File: config.mk
export PLATFORM = sky130hd
export DESIGN_NAME = tmdcd_top
export DESIGN_NICKNAME = d
export VERILOG_FILES = /design/src/hdl/tmdcd_pkg.sv /design/src/hdl/tmdcd_hold.sv /design/src/hdl/tmdcd_saw.sv /design/src/hdl/tmdcd_top.sv
export SDC_FILE = /design/constraint.sdc
export NUM_CORES = 2
export LEC_CHECK = 0
export ABC_AREA = 0
export BUFFER_PORTS_ARGS = -buffer_cell sky130_fd_sc_hd__buf_4
export CORE_UTILIZATION = 25
export CTS_BUF_LIST = sky130_fd_sc_hd__clkbuf_16
export CTS_CLUSTER_SIZE = 12
export DETAILED_ROUTE_END_ITERATION = 10
export PLACE_DENSITY = 0.4
export SYNTH_ARGS = -nofsm -noshare
export SYNTH_HDL_FRONTEND = slang
export SYNTH_SLANG_ARGS = --single-unit
File: constraint.sdc
create_clock -name clock -period 24 [get_ports clock]
set_clock_uncertainty 0.2 [all_clocks]
set_input_delay 3.6 -clock clock [delete_from_list [all_inputs] [get_ports clock]]
set_output_delay 3.6 -clock clock [all_outputs]
set_load 0.1 [all_outputs]
File: src/hdl/tmdcd_pkg.sv
// constants shared by the trigger mask and dac command decoder
package tmdcd_pkg;
   // command identifiers
   localparam logic [15:0] CMD_MASK_LO_SET = 16'h2205;
   localparam logic [15:0] CMD_MASK_HI_SET = 16'h2206;
   localparam logic [15:0] CMD_MASK_LO_RD = 16'h2207;
   localparam logic [15:0] CMD_MASK_HI_RD = 16'h2208;
   localparam logic [15:0] CMD_FIFO_CLR = 16'h2209;
   localparam logic [15:0] CMD_SAW = 16'h2400;
   localparam logic [15:0] CMD_DAC_INIT = 16'h2401;
   localparam logic [15:0] CMD_DAC_SET = 16'h2402;
   // response id flag and own unit address
   localparam logic [15:0] RSP_FLAG = 16'h8000;
   localparam logic [15:0] UNIT_ADDR = 16'h4000;
   // board field
   localparam int BRD_HI = 31;
   localparam int BRD_LO = 28;
   localparam int NUM_BOARDS = 8;
   localparam logic [3:0] BRD_ALL = 4'h8;
   localparam logic [3:0] BRD_BAD = 4'hf;
   // response payloads for errors and the gap bits of a mask read
   localparam logic [31:0] PAY_ONES = 32'hffffffff;
   localparam logic [31:0] PAY_BADBRD = 32'hf0000000;
   localparam logic [15:0] VOLT_BAD = 16'hffff;
   localparam logic [11:0] PAY_GAP = 12'h000;
   // mask, hold and wave count fields
   localparam int MASK_W = 16;
   localparam int HOLD_W = 8;
   localparam int NUM_HOLDS = 3;
   localparam int CNT_W = 16;
   // dac set fields
   localparam int TYPE_HI = 22;
   localparam int TYPE_LO = 21;
   localparam int ALLCH_BIT = 20;
   localparam int CHAN_HI = 19;
   localparam int CHAN_LO = 16;
   localparam logic [1:0] TYPE_ENERGY = 2'h0;
   localparam logic [1:0] TYPE_ALL = 2'h3;
   localparam logic [3:0] CHAN_NONE = 4'h0;
   // decimal voltage digits, millivolt weights and limits
   localparam logic [3:0] MAX_UNIT = 4'h4;
   localparam logic [3:0] MAX_DIGIT = 4'h9;
   localparam logic [15:0] W_UNIT = 16'h03e8;
   localparam logic [15:0] W_TENTH = 16'h0064;
   localparam logic [15:0] W_HUND = 16'h000a;
   localparam logic [15:0] LIM_ENERGY = 16'h0ff0;
   localparam logic [15:0] LIM_OTHER = 16'h09ce;
   // wishbone register byte addresses
   localparam logic [7:0] REG_CMD = 8'h00;
   localparam logic [7:0] REG_TGT = 8'h04;
   localparam logic [7:0] REG_PAY = 8'h08;
   localparam logic [7:0] REG_CTRL = 8'h0c;
   localparam logic [7:0] REG_RSP_ID = 8'h10;
   localparam logic [7:0] REG_RSP_TGT = 8'h14;
   localparam logic [7:0] REG_RSP_PAY = 8'h18;
   // control and status bits
   localparam int CTRL_GO = 0;
   localparam int CTRL_CLR = 1;
   localparam int STAT_BUSY = 0;
   localparam int STAT_DONE = 1;
   localparam int STAT_ERR = 2;
   // timing
   localparam int CLK_NS = 4;
   localparam int MS_NS = 1000000;
   localparam int WAVE_MS = 1800;
   localparam int unsigned MS_CYCLES = MS_NS / CLK_NS;
   localparam int unsigned WAVE_CYCLES = WAVE_MS * MS_CYCLES;
endpackage : tmdcd_pkg

File: src/hdl/tmdcd_hold.sv
// reset hold timer counting whole milliseconds
`timescale 1ns/10ps
`default_nettype none
module tmdcd_hold #(
   parameter int unsigned MS_CYC = 250000
) (
   input wire logic clock,
   input wire logic rst,
   input wire logic start,
   input wire logic [7:0] ms,
   output var logic hold_q
);
   logic [31:0] pre_q; // cycles left in this millisecond
   logic [7:0] left_q; // milliseconds left

   // zero length never asserts the hold
   always_ff @(posedge clock or posedge rst) begin
      if (rst) begin
         hold_q <= 1'b0;
         pre_q <= 32'h0;
         left_q <= 8'h0;
      end else if (start && ms != 8'h0) begin
         hold_q <= 1'b1;
         left_q <= ms;
         pre_q <= 32'(MS_CYC - 1);
      end else if (hold_q) begin
         if (pre_q != 32'h0) begin
            pre_q <= pre_q - 32'h1;
         end else if (left_q == 8'h1) begin
            hold_q <= 1'b0; // last millisecond over
            left_q <= 8'h0;
         end else begin
            left_q <= left_q - 8'h1;
            pre_q <= 32'(MS_CYC - 1);
         end
      end
   end
endmodule : tmdcd_hold
`default_nettype wire

File: src/hdl/tmdcd_saw.sv
// sawtooth test pulse sequencer, one wave per period
`timescale 1ns/10ps
`default_nettype none
module tmdcd_saw #(
   parameter int unsigned PERIOD = 450000000
) (
   input wire logic clock,
   input wire logic rst,
   input wire logic start,
   input wire logic [15:0] waves,
   output var logic active_q,
   output var logic wave_q
);
   logic [31:0] ph_q; // cycles left in current wave
   logic [15:0] left_q; // waves still to send

   // a new start with a nonzero wave count restarts the sequence
   always_ff @(posedge clock or posedge rst) begin
      if (rst) begin
         active_q <= 1'b0;
         wave_q <= 1'b0;
         ph_q <= 32'h0;
         left_q <= 16'h0;
      end else begin
         wave_q <= 1'b0;
         if (start && waves != 16'h0) begin
            active_q <= 1'b1;
            wave_q <= 1'b1;
            left_q <= waves;
            ph_q <= 32'(PERIOD - 1);
         end else if (active_q) begin
            if (ph_q != 32'h0) begin
               ph_q <= ph_q - 32'h1;
            end else if (left_q == 16'h1) begin
               active_q <= 1'b0; // last wave done
               left_q <= 16'h0;
            end else begin
               left_q <= left_q - 16'h1;
               wave_q <= 1'b1; // next ramp begins
               ph_q <= 32'(PERIOD - 1);
            end
         end
      end
   end
endmodule : tmdcd_saw
`default_nettype wire

File: src/hdl/tmdcd_top.sv
// command decoder for trigger masks, fifo clear, test pulse and dacs
// Operation
// - 0x2205: board in 31-28, channels 0-15 enables
// - 0x2206: same layout, channels 16-31 enables
// - set success echoes payload with response id
// - bad board address: response bits 31-28 ones
// - 0x2207 reads low mask, board echoed
// - 0x2208 reads high mask, board echoed
// - board copy mismatch returns all ones
// - read of bad board returns 0xf0000000
// - 0x2209 holds three resets for given milliseconds
// - all hold fields zero: nothing cleared
// - 0x2400 sends counted 1.8 s sawtooth waves
// - 0x2401 initialises dacs, board 8 means all
// - bits 27-25 reserved and ignored
// - 0x2402 decodes dac type, all-channel, channel
// - voltage is four decimal digits
// - out of range voltage ignored, bits 15-0 ones
// - dac type 3 ignores channel fields
// - command has id, target address, payload
//
// The Wishbone register port and the register offsets were decided locally.
`timescale 1ns/10ps
`default_nettype none
module tmdcd_top #(
   parameter int unsigned MS_CYC = tmdcd_pkg::MS_CYCLES,
   parameter int unsigned WAVE_CYC = tmdcd_pkg::WAVE_CYCLES
) (
   input wire logic clock,
   input wire logic rst,
   input wire logic wb_cyc_i,
   input wire logic wb_stb_i,
   input wire logic wb_we_i,
   input wire logic [7:0] wb_adr_i,
   input wire logic [3:0] wb_sel_i,
   input wire logic [31:0] wb_dat_i,
   output var logic [31:0] wb_dat_o,
   output var logic wb_ack_o,
   output var logic [7:0] db_mask_wr,
   output var logic db_mask_hi,
   output var logic [15:0] db_mask_data,
   output var logic [2:0] db_rd_sel,
   output var logic db_rd_hi,
   input wire logic [15:0] db_rd_mask,
   output wire logic hold_board,
   output wire logic hold_io,
   output wire logic hold_main,
   output wire logic saw_active,
   output wire logic saw_wave,
   output var logic [2:0] saw_board,
   output var logic [7:0] dac_init,
   output var logic dac_set,
   output var logic [2:0] dac_board,
   output var logic [1:0] dac_type,
   output var logic dac_all_ch,
   output var logic [3:0] dac_chan,
   output var logic [15:0] dac_code
);
   import tmdcd_pkg::*;

   typedef enum logic [1:0] {ST_IDLE, ST_EXEC, ST_READ} tmdcd_state_e;

   tmdcd_state_e st_q; // sequencer state
   logic [15:0] cmd_q; // command id
   logic [15:0] tgt_q; // target address
   logic [31:0] pay_q; // command payload
   logic [15:0] rsp_id_q; // response id
   logic [15:0] rsp_tgt_q; // response target
   logic [31:0] rsp_pay_q; // response payload
   logic done_q; // response ready, sticky
   logic err_q; // bad target or unknown command
   logic [31:0] mask_q [NUM_BOARDS]; // controller copy of masks
   logic [NUM_BOARDS-1:0] hit; // boards named by payload
   logic [NUM_HOLDS-1:0] hold_start; // per field hold start
   logic [NUM_HOLDS-1:0] hold; // hold levels
   logic req, wr, go, clr;
   logic [3:0] brd;
   logic single_ok, brd_ok, tgt_ok, known, is_read, is_mask_set;
   logic volt_ok, act, fin, mismatch;
   logic [15:0] mv, lim, copy;
   logic [31:0] rsp_d, rd_d;
   logic [31:0] cmd_m, tgt_m; // lane merged command and target words

   // byte lane merge for register writes
   function automatic logic [31:0] merge(input logic [31:0] old,
      input logic [31:0] nw, input logic [3:0] sel);
      logic [31:0] r;
      r = old;
      for (int i = 0; i < 4; i++) begin
         if (sel[i]) begin
            r[i*8 +: 8] = nw[i*8 +: 8];
         end
      end
      return r;
   endfunction : merge

   // merged words, upper halves of the 16-bit registers unused
   assign cmd_m = merge({16'h0, cmd_q}, wb_dat_i, wb_sel_i);
   assign tgt_m = merge({16'h0, tgt_q}, wb_dat_i, wb_sel_i);

   // bus request phase and write edge (the edge that sees ack)
   assign req = wb_cyc_i & wb_stb_i & ~wb_ack_o;
   assign wr = wb_cyc_i & wb_stb_i & wb_we_i & wb_ack_o;
   assign go = wr && wb_adr_i == REG_CTRL && wb_sel_i[0]
      && wb_dat_i[CTRL_GO] && st_q == ST_IDLE;
   assign clr = wr && wb_adr_i == REG_CTRL && wb_sel_i[0]
      && wb_dat_i[CTRL_CLR];

   // one-cycle ack for every access, mapped or not
   always_ff @(posedge clock or posedge rst) begin
      if (rst) begin
         wb_ack_o <= 1'b0;
         wb_dat_o <= 32'h0;
      end else begin
         wb_ack_o <= req;
         if (req) begin
            wb_dat_o <= rd_d;
         end
      end
   end

   // read mux, unmapped reads zero
   always_comb begin
      rd_d = 32'h0;
      if (wb_adr_i == REG_CMD) begin
         rd_d[15:0] = cmd_q;
      end else if (wb_adr_i == REG_TGT) begin
         rd_d[15:0] = tgt_q;
      end else if (wb_adr_i == REG_PAY) begin
         rd_d = pay_q;
      end else if (wb_adr_i == REG_CTRL) begin
         rd_d[STAT_BUSY] = st_q != ST_IDLE;
         rd_d[STAT_DONE] = done_q;
         rd_d[STAT_ERR] = err_q;
      end else if (wb_adr_i == REG_RSP_ID) begin
         rd_d[15:0] = rsp_id_q;
      end else if (wb_adr_i == REG_RSP_TGT) begin
         rd_d[15:0] = rsp_tgt_q;
      end else if (wb_adr_i == REG_RSP_PAY) begin
         rd_d = rsp_pay_q;
      end
   end

   // command registers, frozen while a command runs
   always_ff @(posedge clock or posedge rst) begin
      if (rst) begin
         cmd_q <= 16'h0;
         tgt_q <= 16'h0;
         pay_q <= 32'h0;
      end else if (wr && st_q == ST_IDLE) begin
         if (wb_adr_i == REG_CMD) begin
            cmd_q <= cmd_m[15:0];
         end else if (wb_adr_i == REG_TGT) begin
            tgt_q <= tgt_m[15:0];
         end else if (wb_adr_i == REG_PAY) begin
            pay_q <= merge(pay_q, wb_dat_i, wb_sel_i);
         end
      end
   end

   // payload decode; bits 27-25 never looked at
   assign brd = pay_q[BRD_HI:BRD_LO];
   assign single_ok = brd < BRD_ALL;
   assign is_mask_set = cmd_q == CMD_MASK_LO_SET
      || cmd_q == CMD_MASK_HI_SET;
   assign is_read = cmd_q == CMD_MASK_LO_RD || cmd_q == CMD_MASK_HI_RD;
   assign known = is_mask_set || is_read || cmd_q == CMD_FIFO_CLR
      || cmd_q == CMD_SAW || cmd_q == CMD_DAC_INIT
      || cmd_q == CMD_DAC_SET;
   // board 8 allowed only where all boards may be named
   assign brd_ok = (is_mask_set || cmd_q == CMD_DAC_INIT)
      ? (single_ok || brd == BRD_ALL) : single_ok;
   assign tgt_ok = tgt_q == UNIT_ADDR;

   // boards selected by the address field
   generate
      for (genvar b = 0; b < NUM_BOARDS; b++) begin : g_hit
         assign hit[b] = brd == BRD_ALL || brd == 4'(b);
      end
   endgenerate

   // decimal millivolts and range check
   assign mv = pay_q[15:12] * W_UNIT + pay_q[11:8] * W_TENTH
      + pay_q[7:4] * W_HUND + {12'h0, pay_q[3:0]};
   assign lim = pay_q[TYPE_HI:TYPE_LO] == TYPE_ENERGY
      ? LIM_ENERGY : LIM_OTHER;
   assign volt_ok = pay_q[15:12] <= MAX_UNIT && pay_q[11:8] <= MAX_DIGIT
      && pay_q[7:4] <= MAX_DIGIT && pay_q[3:0] <= MAX_DIGIT
      && mv <= lim;

   // action strobe and finish of a command
   assign act = st_q == ST_EXEC && tgt_ok && brd_ok && !is_read;
   assign fin = (st_q == ST_EXEC && !(is_read && brd_ok && tgt_ok))
      || st_q == ST_READ;
   assign copy = cmd_q == CMD_MASK_HI_RD ? mask_q[brd[2:0]][31:16]
      : mask_q[brd[2:0]][15:0];
   assign mismatch = db_rd_mask != copy;

   // response payload
   always_comb begin
      rsp_d = pay_q; // echo by default
      if (is_read && !brd_ok) begin
         rsp_d = PAY_BADBRD;
      end else if (st_q == ST_READ && mismatch) begin
         rsp_d = PAY_ONES;
      end else if (st_q == ST_READ) begin
         rsp_d = {brd, PAY_GAP, copy};
      end else begin
         if (known && !brd_ok) begin
            rsp_d[BRD_HI:BRD_LO] = BRD_BAD;
         end
         if (cmd_q == CMD_DAC_SET && !volt_ok) begin
            rsp_d[15:0] = VOLT_BAD;
         end
      end
   end

   // sequencer: idle, execute, wait one cycle for board readback
   always_ff @(posedge clock or posedge rst) begin
      if (rst) begin
         st_q <= ST_IDLE;
      end else begin
         case (st_q)
            ST_IDLE: if (go) st_q <= ST_EXEC;
            ST_EXEC: st_q <= fin ? ST_IDLE : ST_READ;
            default: st_q <= ST_IDLE;
         endcase
      end
   end

   // readback select toward the boards
   always_ff @(posedge clock or posedge rst) begin
      if (rst) begin
         db_rd_sel <= 3'h0;
         db_rd_hi <= 1'b0;
      end else if (st_q == ST_EXEC && is_read) begin
         db_rd_sel <= brd[2:0];
         db_rd_hi <= cmd_q == CMD_MASK_HI_RD;
      end
   end

   // response registers and status flags; a new done wins over clear
   always_ff @(posedge clock or posedge rst) begin
      if (rst) begin
         rsp_id_q <= 16'h0;
         rsp_tgt_q <= 16'h0;
         rsp_pay_q <= 32'h0;
         done_q <= 1'b0;
         err_q <= 1'b0;
      end else begin
         if (fin) begin
            rsp_id_q <= cmd_q | RSP_FLAG;
            rsp_tgt_q <= tgt_q;
            rsp_pay_q <= rsp_d;
            err_q <= !tgt_ok || !known;
         end
         if (fin) begin
            done_q <= 1'b1;
         end else if (clr) begin
            done_q <= 1'b0;
         end
      end
   end

   // controller mask copy and writes toward the boards
   always_ff @(posedge clock or posedge rst) begin
      if (rst) begin
         for (int b = 0; b < NUM_BOARDS; b++) begin
            mask_q[b] <= 32'h0;
         end
         db_mask_wr <= 8'h0;
         db_mask_hi <= 1'b0;
         db_mask_data <= 16'h0;
      end else begin
         db_mask_wr <= 8'h0;
         if (act && is_mask_set) begin
            db_mask_wr <= hit;
            db_mask_hi <= cmd_q == CMD_MASK_HI_SET;
            db_mask_data <= pay_q[MASK_W-1:0];
            for (int b = 0; b < NUM_BOARDS; b++) begin
               if (hit[b] && cmd_q == CMD_MASK_HI_SET) begin
                  mask_q[b][31:16] <= pay_q[MASK_W-1:0];
               end else if (hit[b]) begin
                  mask_q[b][15:0] <= pay_q[MASK_W-1:0];
               end
            end
         end
      end
   end

   // reset hold timers: field 0 main, 1 io, 2 board
   generate
      for (genvar h = 0; h < NUM_HOLDS; h++) begin : g_hold
         assign hold_start[h] = act && cmd_q == CMD_FIFO_CLR;
         tmdcd_hold #(.MS_CYC(MS_CYC)) u_hold (
            .clock(clock),
            .rst(rst),
            .start(hold_start[h]),
            .ms(pay_q[h*HOLD_W +: HOLD_W]),
            .hold_q(hold[h])
         );
      end
   endgenerate
   assign hold_main = hold[0];
   assign hold_io = hold[1];
   assign hold_board = hold[2];

   // sawtooth test pulse sequencer
   tmdcd_saw #(.PERIOD(WAVE_CYC)) u_saw (
      .clock(clock),
      .rst(rst),
      .start(act && cmd_q == CMD_SAW),
      .waves(pay_q[CNT_W-1:0]),
      .active_q(saw_active),
      .wave_q(saw_wave)
   );

   // dac init, dac set and test pulse board outputs
   always_ff @(posedge clock or posedge rst) begin
      if (rst) begin
         dac_init <= 8'h0;
         dac_set <= 1'b0;
         dac_board <= 3'h0;
         dac_type <= 2'h0;
         dac_all_ch <= 1'b0;
         dac_chan <= 4'h0;
         dac_code <= 16'h0;
         saw_board <= 3'h0;
      end else begin
         dac_init <= 8'h0;
         dac_set <= 1'b0;
         if (act && cmd_q == CMD_SAW) begin
            saw_board <= brd[2:0];
         end
         if (act && cmd_q == CMD_DAC_INIT) begin
            dac_init <= hit;
         end
         if (act && cmd_q == CMD_DAC_SET && volt_ok) begin
            dac_set <= 1'b1;
            dac_board <= brd[2:0];
            dac_type <= pay_q[TYPE_HI:TYPE_LO];
            dac_code <= pay_q[15:0];
            if (pay_q[TYPE_HI:TYPE_LO] == TYPE_ALL) begin
               dac_all_ch <= 1'b1;
               dac_chan <= CHAN_NONE;
            end else begin
               dac_all_ch <= pay_q[ALLCH_BIT];
               dac_chan <= pay_q[CHAN_HI:CHAN_LO];
            end
         end
      end
   end

   property p_rsp_id;
      @(posedge clock) disable iff (rst)
      fin |=> rsp_id_q[15] && rsp_id_q[14:0] == $past(cmd_q[14:0]);
   endproperty
   a_rsp_id: assert property (p_rsp_id)
      else $error("response id not command id with bit 15");

   property p_echo;
      @(posedge clock) disable iff (rst)
      act && is_mask_set |=> done_q && rsp_pay_q == $past(pay_q);
   endproperty
   a_echo: assert property (p_echo)
      else $error("set response does not echo payload");

   property p_bad_brd;
      @(posedge clock) disable iff (rst)
      fin && known && !is_read && !brd_ok |=> rsp_pay_q[31:28] == 4'hf;
   endproperty
   a_bad_brd: assert property (p_bad_brd)
      else $error("bad board not flagged");

   property p_rd_bad;
      @(posedge clock) disable iff (rst)
      st_q == ST_EXEC && tgt_ok && is_read && !brd_ok
      |=> rsp_pay_q == 32'hf0000000 && st_q == ST_IDLE;
   endproperty
   a_rd_bad: assert property (p_rd_bad)
      else $error("bad board read payload wrong");

   property p_rd_miss;
      @(posedge clock) disable iff (rst)
      st_q == ST_READ && db_rd_mask != copy |=> rsp_pay_q == 32'hffffffff;
   endproperty
   a_rd_miss: assert property (p_rd_miss)
      else $error("mask mismatch not reported");

   property p_rd_ok;
      @(posedge clock) disable iff (rst)
      st_q == ST_EXEC && tgt_ok && is_read && brd_ok
      ##1 db_rd_mask == copy |=> rsp_pay_q[15:0] == $past(db_rd_mask)
      && rsp_pay_q[31:28] == $past(brd, 2);
   endproperty
   a_rd_ok: assert property (p_rd_ok)
      else $error("mask read payload wrong");

   property p_lo_set;
      @(posedge clock) disable iff (rst)
      act && cmd_q == CMD_MASK_LO_SET && hit[3]
      |=> mask_q[3][15:0] == $past(pay_q[15:0]) && db_mask_wr[3];
   endproperty
   a_lo_set: assert property (p_lo_set)
      else $error("low mask not stored");

   property p_volt;
      @(posedge clock) disable iff (rst)
      act && cmd_q == CMD_DAC_SET && !volt_ok
      |=> !dac_set && rsp_pay_q[15:0] == 16'hffff;
   endproperty
   a_volt: assert property (p_volt)
      else $error("bad voltage not ignored");

   property p_no_clr;
      @(posedge clock) disable iff (rst)
      act && cmd_q == CMD_FIFO_CLR && pay_q[23:0] == 24'h0 && hold == 3'h0
      |=> ##1 hold == 3'h0;
   endproperty
   a_no_clr: assert property (p_no_clr)
      else $error("zero hold still cleared fifo");

   property p_hold;
      @(posedge clock) disable iff (rst)
      act && cmd_q == CMD_FIFO_CLR && pay_q[7:0] != 8'h0
      |=> hold_main [*2];
   endproperty
   a_hold: assert property (p_hold)
      else $error("main reset hold not started");
endmodule : tmdcd_top
`default_nettype wire

# [Word level (Yosys, flattened, before mapping)]
# Cells that the tools add are included.
# Widths: inputs -> output; s select.
[word_totals] elab_cells=335 input_bits=65 ramBits=0 latchBits=0 n_memories=0 out_inout_bits=105 reg_bits=661 rom_bits=0
[classes] n_reduce_logical=114 div=0 n_mux=86 add_sub_neg=11 mul=3 bitwise=16 eq_ne=40 order_cmp=7 shifts=0
[ops] cell="$mux 32" count=22
[ops] cell="$mux 16" count=15
[ops] cell="$eq 16x14->1 const B" count=8
[ops] cell="$reduce_bool 32->1" count=4
[ops] cell="$sub 32x1->32 const B" count=4
[ops] cell="$mux 8" count=14
[ops] cell="$bmux 32 s3" count=1
[ops] cell="$logic_and 1x1->1" count=39
[ops] cell="$reduce_and 2->1" count=16
[ops] cell="$reduce_and 3->1" count=10
[ops] cell="$mux 29" count=1
[ops] cell="$eq 8x1->1 const B" count=3
[ops] cell="$eq 8x5->1 const B" count=3
[ops] cell="$mux 1" count=24
[ops] cell="$reduce_bool 8->1" count=3
[ops] cell="$sub 8x1->8 const B" count=3
[ops] cell="$reduce_and 5->1" count=4
[ops] cell="$logic_or 1x1->1" count=19
[ops] cell="$add 15x8->16" count=1
[ops] cell="$add 16x4->16" count=1
[ops] cell="$eq 16x1->1 const B" count=1
[ops] cell="$eq 16x15->1 const B" count=1
[ops] cell="$eq 4x3->1 const B" count=4
[ops] cell="$eq 8x4->1 const B" count=2
[ops] cell="other kinds (36)" count=74

# [Depth between registers and ports, before layout]
[logic_depth] depth_word=12 mapped_depth=25 ltp_nobuf=22

# [Cells and area by module]
# From an unflattened synthesis, not the netlist that was laid out.
[unflattened] hier_cells=3410 hier_area_um2=34934.8
[by_module_without_submodules] module="tmdcd_top" area_each_um2=24028.0 seq_area_each_um2=12211.7 cells_each=2179 instances=1
[by_module_without_submodules] module="tmdcd_hold (g_hold[1].u_hold ...)" area_each_um2=2690.1 seq_area_each_um2=1026.0 cells_each=296 instances=2
[by_module_without_submodules] module="tmdcd_saw" area_each_um2=3116.7 seq_area_each_um2=1251.2 cells_each=368 instances=1
[by_module_without_submodules] module="tmdcd_hold (g_hold[0].u_hold)" area_each_um2=2409.8 seq_area_each_um2=1026.0 cells_each=271 instances=1

# [Worst setup path after synthesis]
# No wires, ideal clock.
[synth_path] kind="input -> register" startpoint="input wb_adr_i[1]" endpoint="register wb_dat_o[16]" required_time_ns=23.717 path_stages=7 setup_ns=0.083 path_buffers=2 path_slack_ns=17.861 t_arrival_ns=5.856 cell_sequence="or4_1 > or3b_2 > nor3b_1 > clkbuf_1 > clkbuf_1 > a22oi_1 > o21ai_0"
[synth_via] elab_chain_len=8 word_cells_on_any_way=14 classes_between="eq/ne: 6; mux: 7; reduce/logical: 1"
[synth_rtl] element="from (decl)" line_no="tmdcd_top.sv:34" source="input wire logic [7:0] wb_adr_i,"
[synth_rtl] element="$eq 8x5->1" line_no="tmdcd_top.sv:139" source="end else if (wb_adr_i == REG_RSP_PAY) begin"
[synth_rtl] element="$mux 32" line_no="tmdcd_top.sv:139"
[synth_rtl] element="$mux 16" line_no="tmdcd_top.sv:137" source="end else if (wb_adr_i == REG_RSP_TGT) begin"
[synth_rtl] element="$mux 16" line_no="tmdcd_top.sv:135" source="end else if (wb_adr_i == REG_RSP_ID) begin"
[synth_rtl] element="$mux 29" line_no="tmdcd_top.sv:131" source="end else if (wb_adr_i == REG_CTRL) begin"
[synth_rtl] element="$mux 32" line_no="tmdcd_top.sv:129" source="end else if (wb_adr_i == REG_PAY) begin"
[synth_rtl] element="$mux 16" line_no="tmdcd_top.sv:127" source="end else if (wb_adr_i == REG_TGT) begin"
[synth_rtl] element="$mux 16 *" line_no="tmdcd_top.sv:125" source="if (wb_adr_i == REG_CMD) begin"
[synth_rtl] element="to (signal assigned)" line_no="tmdcd_top.sv:117" source="wb_dat_o <= rd_d;"
[synth_rtl] element="to (decl)" line_no="tmdcd_top.sv:37" source="output var logic [31:0] wb_dat_o,"
# Every way passes the cells marked *; elsewhere a longest branch is shown, timed or not.
# A chain may end at the register's enable or synchronous reset.

# [Final worst setup path]
[layout_path] startpoint="register pay_q[12]" endpoint="register dac_all_ch"
[layout_via] elab_chain_len=7 word_cells_on_any_way=11 classes_between="add/sub: 3; mul: 1; order compare: 2; reduce/logical: 5"
[layout_rtl] element="from (decl)" line_no="tmdcd_top.sv:66" source="logic [31:0] pay_q;"
[layout_rtl] element="from (signal assigned)" line_no="tmdcd_top.sv:156" source="pay_q <= merge(pay_q, wb_dat_i, wb_sel_i);"
[layout_rtl] element="$mul 4x7->11" line_no="tmdcd_top.sv:183" source="assign mv = pay_q[15:12] * W_UNIT + pay_q[11:8] * W_TENTH"
[layout_rtl] element="$add 14x11->15" line_no="tmdcd_top.sv:183"
[layout_rtl] element="$add 15x8->16" line_no="tmdcd_top.sv:184" source="+ pay_q[7:4] * W_HUND + {12'h0, pay_q[3:0]};"
[layout_rtl] element="$add 16x4->16" line_no="tmdcd_top.sv:184"
[layout_rtl] element="$le 16x12->1" line_no="tmdcd_top.sv:189" source="&& mv <= lim;"
[layout_rtl] element="$logic_and 1x1->1 *" line_no="tmdcd_top.sv:189"
[layout_rtl] element="$logic_and 1x1->1 *" line_no="tmdcd_top.sv:338" source="if (act && cmd_q == CMD_DAC_SET && volt_ok) begin"
[layout_rtl] element="to (signal assigned)" line_no="tmdcd_top.sv:347" source="dac_all_ch <= pay_q[ALLCH_BIT];"
[layout_rtl] element="to (decl)" line_no="tmdcd_top.sv:55" source="output var logic dac_all_ch,"
# Marks and branches as above.

==> flow_summary_export.csv <==
group,metric,value,unit
outcome,run_status,"complete, but fails checks",
outcome,violations,"DRC",
die,die-height,369,microns
global_routing,first_global_vias,25300,
sta,relSlewSlack,31.1,%
logic_synthesis,yosysWarnings,0,
setup_path,crit_type,"flip-flop to flip-flop",
clock_network,cts-resized-gates,0,
logic_synthesis,synthCells,3142,
placement,placed_cell_area,37100,sq um
final_layout,stdcell_count,5133,
hold_path,hp-class,"flip-flop to flip-flop",
detailed_routing,drt_wl_total,117,mm
clock_network,insertion_delay,0.67,ns
setup_path,endpoint_kind,"flip-flop",
logic_synthesis,ys.flop_type,"dfrtp_1",
final_layout,multiInputGateArea,16200,sq um
detailed_routing,top_layer,"met4",
detailed_routing,wl_met3,5.01,mm
logic_synthesis,yosys-top-cells-count,"dfrtp_1, mux2_2, nand2_1, nor2_1, o21ai_0",
clock_network,cts_tree,"built",
power,fin_total_pwr,0.00246,W
sta,min_period_over_period,28.4,%
power,peakVddDrop,51.2,uV
clock_network,cts_htree_levels,3,
sta,rsz0062_at_grt,"false",
setup_path,r2r-start,"pay_q[12]",
global_routing,grt_start_max_net_pins,94,
logic_synthesis,synth.area.top_cells,"dfrtp_1, mux2_2, nand2_1, ha_1, o21ai_0",
power,p_leak,19.0,nW
sta,finalHoldViolations,0,
global_routing,antenna_found_initial,6,
global_routing,grt_overflow,0,
setup_path,r2r_end,"dac_all_ch",
final_layout,drive_gt1_share,24.7,%
logic_synthesis,synth_largest_area_cell,"dfrtp_1",
flow_run,maxCapViolCount,0,
logic_synthesis,seq_area_frac_synth,49.0,%
sta,min_period,6.81,ns
logic_synthesis,synth_edf_count,0,
final_layout,syn2layout_area_growth,18.2,%
placement,placedCellCount,4979,
detailed_routing,drtIter0Drc,1754,
final_layout,seq_area,16500,sq um
sta,fin_setup_tns,0,ns
clock_network,clk_pin_slew,0.06,ns
sta,finalMaxSlewViolations,0,
setup_path,path_max_fanout,42,
final_layout,final_area,39900,sq um
detailed_routing,antenna_left,0,
logic_synthesis,synth_most_common_cell,"dfrtp_1",
detailed_routing,viasPerCell,4.90,
placement,io_buffers,169,
sta,worst_slew_pin_slew,1.03,ns
clock_network,numCtsBuffers,85,
logic_synthesis,synth_top_area_share,49.0,%
clock_network,cts-root-buf,"clkbuf_16",
setup_path,cp-start-kind,"flip-flop",
detailed_routing,vias,25200,
setup_path,r2r_setup_slack,17.19,ns
detailed_routing,first_pass_iters,8,
die,rows,134,
final_layout,nFillCells,13800,
logic_synthesis,synth_fp_nets,3305,
clock_network,cts_setup_buffers,0,
placement,dp_hpwl,78.5,mm
detailed_routing,drcViolationCount,40,
placement,gp_congestion,0.822,
clock_network,cts_buffer_depth,3,
global_routing,grt_usage,17.0,%
setup_path,endpoint,"dac_all_ch",
die,num_io_pins,170,
logic_synthesis,synthesis.area_per_instance,10.7,sq um
logic_synthesis,synth-seq-cells,661,
final_layout,final_util,29.8,%
logic_synthesis,syn_area,33700,sq um
sta,finalSetupViolations,0,
setup_path,setup.worst_path.start,"pay_q[12]",
die,initial_core_util,25.3,%
die,fp.dieW,369,microns
die,dieArea,136000,sq um
setup_path,rr_worst_depth,22,
detailed_routing,wl_met2,52.6,mm
detailed_routing,wl_met1,56.6,mm
detailed_routing,routedWlPerCell,22.8,microns
setup_path,cp.arrival,7.12,ns
global_routing,grt_pass1_wl,175,mm
logic_synthesis,async_flop_share,100,%
die,fp.coreArea,134000,sq um
clock_network,ctsHoldBuffers,0,
logic_synthesis,yosys.cell_types.count,93,
clock_network,clock-sinks,661,
sta,fmax,0.147,GHz
setup_path,cp.required,24.31,ns
power,power_density,61.8,nW/um^2
final_layout,final_nets,3461,
where the power goes:
group	total [W]	internal, W	switching (W)
Sequential	0.00112	0.00112	0.000000894
Clock	0.00129	0.000767	0.000521
Combinational	0.0000580	0.0000132	0.0000447
metal layers:
metal  track usage (%)  up-vias
li1                  -    11700
met1              24.7    12800
met2              26.4      541
met3              2.38      159
met4              4.44        0
met5                 0        -
critical path, stage by stage (launching register included):
cell and delay (ns):
dfrtp_1 0.72, buf_4 0.36, inv_1 0.22, fa_1 0.57, inv_1 0.04, ha_1 0.34
a21oi_1 0.19, xnor2_1 0.14, ha_1 0.25, ha_1 0.30, ha_1 0.25, or4_1 0.51
o22ai_1 0.17, xnor2_1 0.10, ha_1 0.29, and3_1 0.16, nor4b_1 0.33, o21ai_0 0.13
a311o_1 0.43, or3_1 0.36, buf_4 0.26, nor3b_1 0.24, a21oi_1 0.06
sequential cells by signal (all words and copies together), names as in the netlist, 2 cells and up:
name	cells
dac_board	3
g_hold.u_hold.hold_q	3
rsp_tgt_q	16
st_q	2
rsp_id_q	16
tgt_q	16
db_rd_sel	3
db_mask_wr	8
dac_chan	4
dac_init	8
g_hold.u_hold.left_q	24
pay_q	32
u_saw.left_q	16
u_saw.ph_q	32
dac_type	2
saw_board	3
rsp_pay_q	32
wb_dat_o	32
mask_q	256
cmd_q	16
db_mask_data	16
dac_code	16
g_hold.u_hold.pre_q	96
metrics by stage:
step                      hold WS [ns]  setup slack, ns
after floorplan                  0.234             1.68
final                            0.270            17.19
after global routing             0.287            16.75
after detailed placement         0.259            17.00
after CTS                        0.272            17.23
after global placement           0.262            17.07
cells in the final DEF (no fill, tap or decap), drive strengths merged, types with 21 or more instances in the layout:
master	netlist	routed
a21o	31	31
nor2	251	251
xor2	51	51
dfrtp	661	661
a211oi	23	23
nor4	47	47
o221ai	24	24
nand3	39	39
a22oi	31	31
mux2	381	381
clkbuf	124	86
nand2b	22	22
o22ai	21	21
nand4	21	21
nor3	74	74
clkinv	0	36
or3	30	30
xnor2	55	55
ha	81	81
buf	53	246
inv	83	99
a21oi	150	150
mux2i	76	76
nand2	292	292
o21ai	202	202
how the worst min path moves through the flow:
stage,start,endpoint,depth (start not counted)
2_1_floorplan,rsp_id_q[15],rsp_id_q[15],1
3_3_place_gp,dac_code[8],dac_code[8],2
3_5_place_dp,dac_board[1],dac_board[1],2
4_1_cts,dac_board[1],dac_board[1],2
5_1_grt,rsp_id_q[15],rsp_id_q[15],1
6_report,dac_board[1],dac_board[1],2
area by class of cell:
class | instances | area share, %
clock buffer | 86 | 5.40
tap | 1768 | 5.55
clock inverter | 67 | 1.53
antenna | 1 | 0.00628
inverter | 83 | 0.800
sequential | 661 | 41.5
multi-input combinational | 2221 | 40.6
timing repair buffer | 246 | 4.63
logic make-up after synthesis:
family / after synthesis / share of synthesized area, %
AND/OR/NAND/NOR: 913 / 13.2
buffers and inverters: 260 / 3.15
AO/OA/AOI/OAI: 635 / 12.1
adder cells (fa/ha/maj): 98 / 4.01
flip-flops: 661 / 49.0
XOR/XNOR: 106 / 2.75
multiplexers: 469 / 15.8
Power figures use the tool's default switching activity.
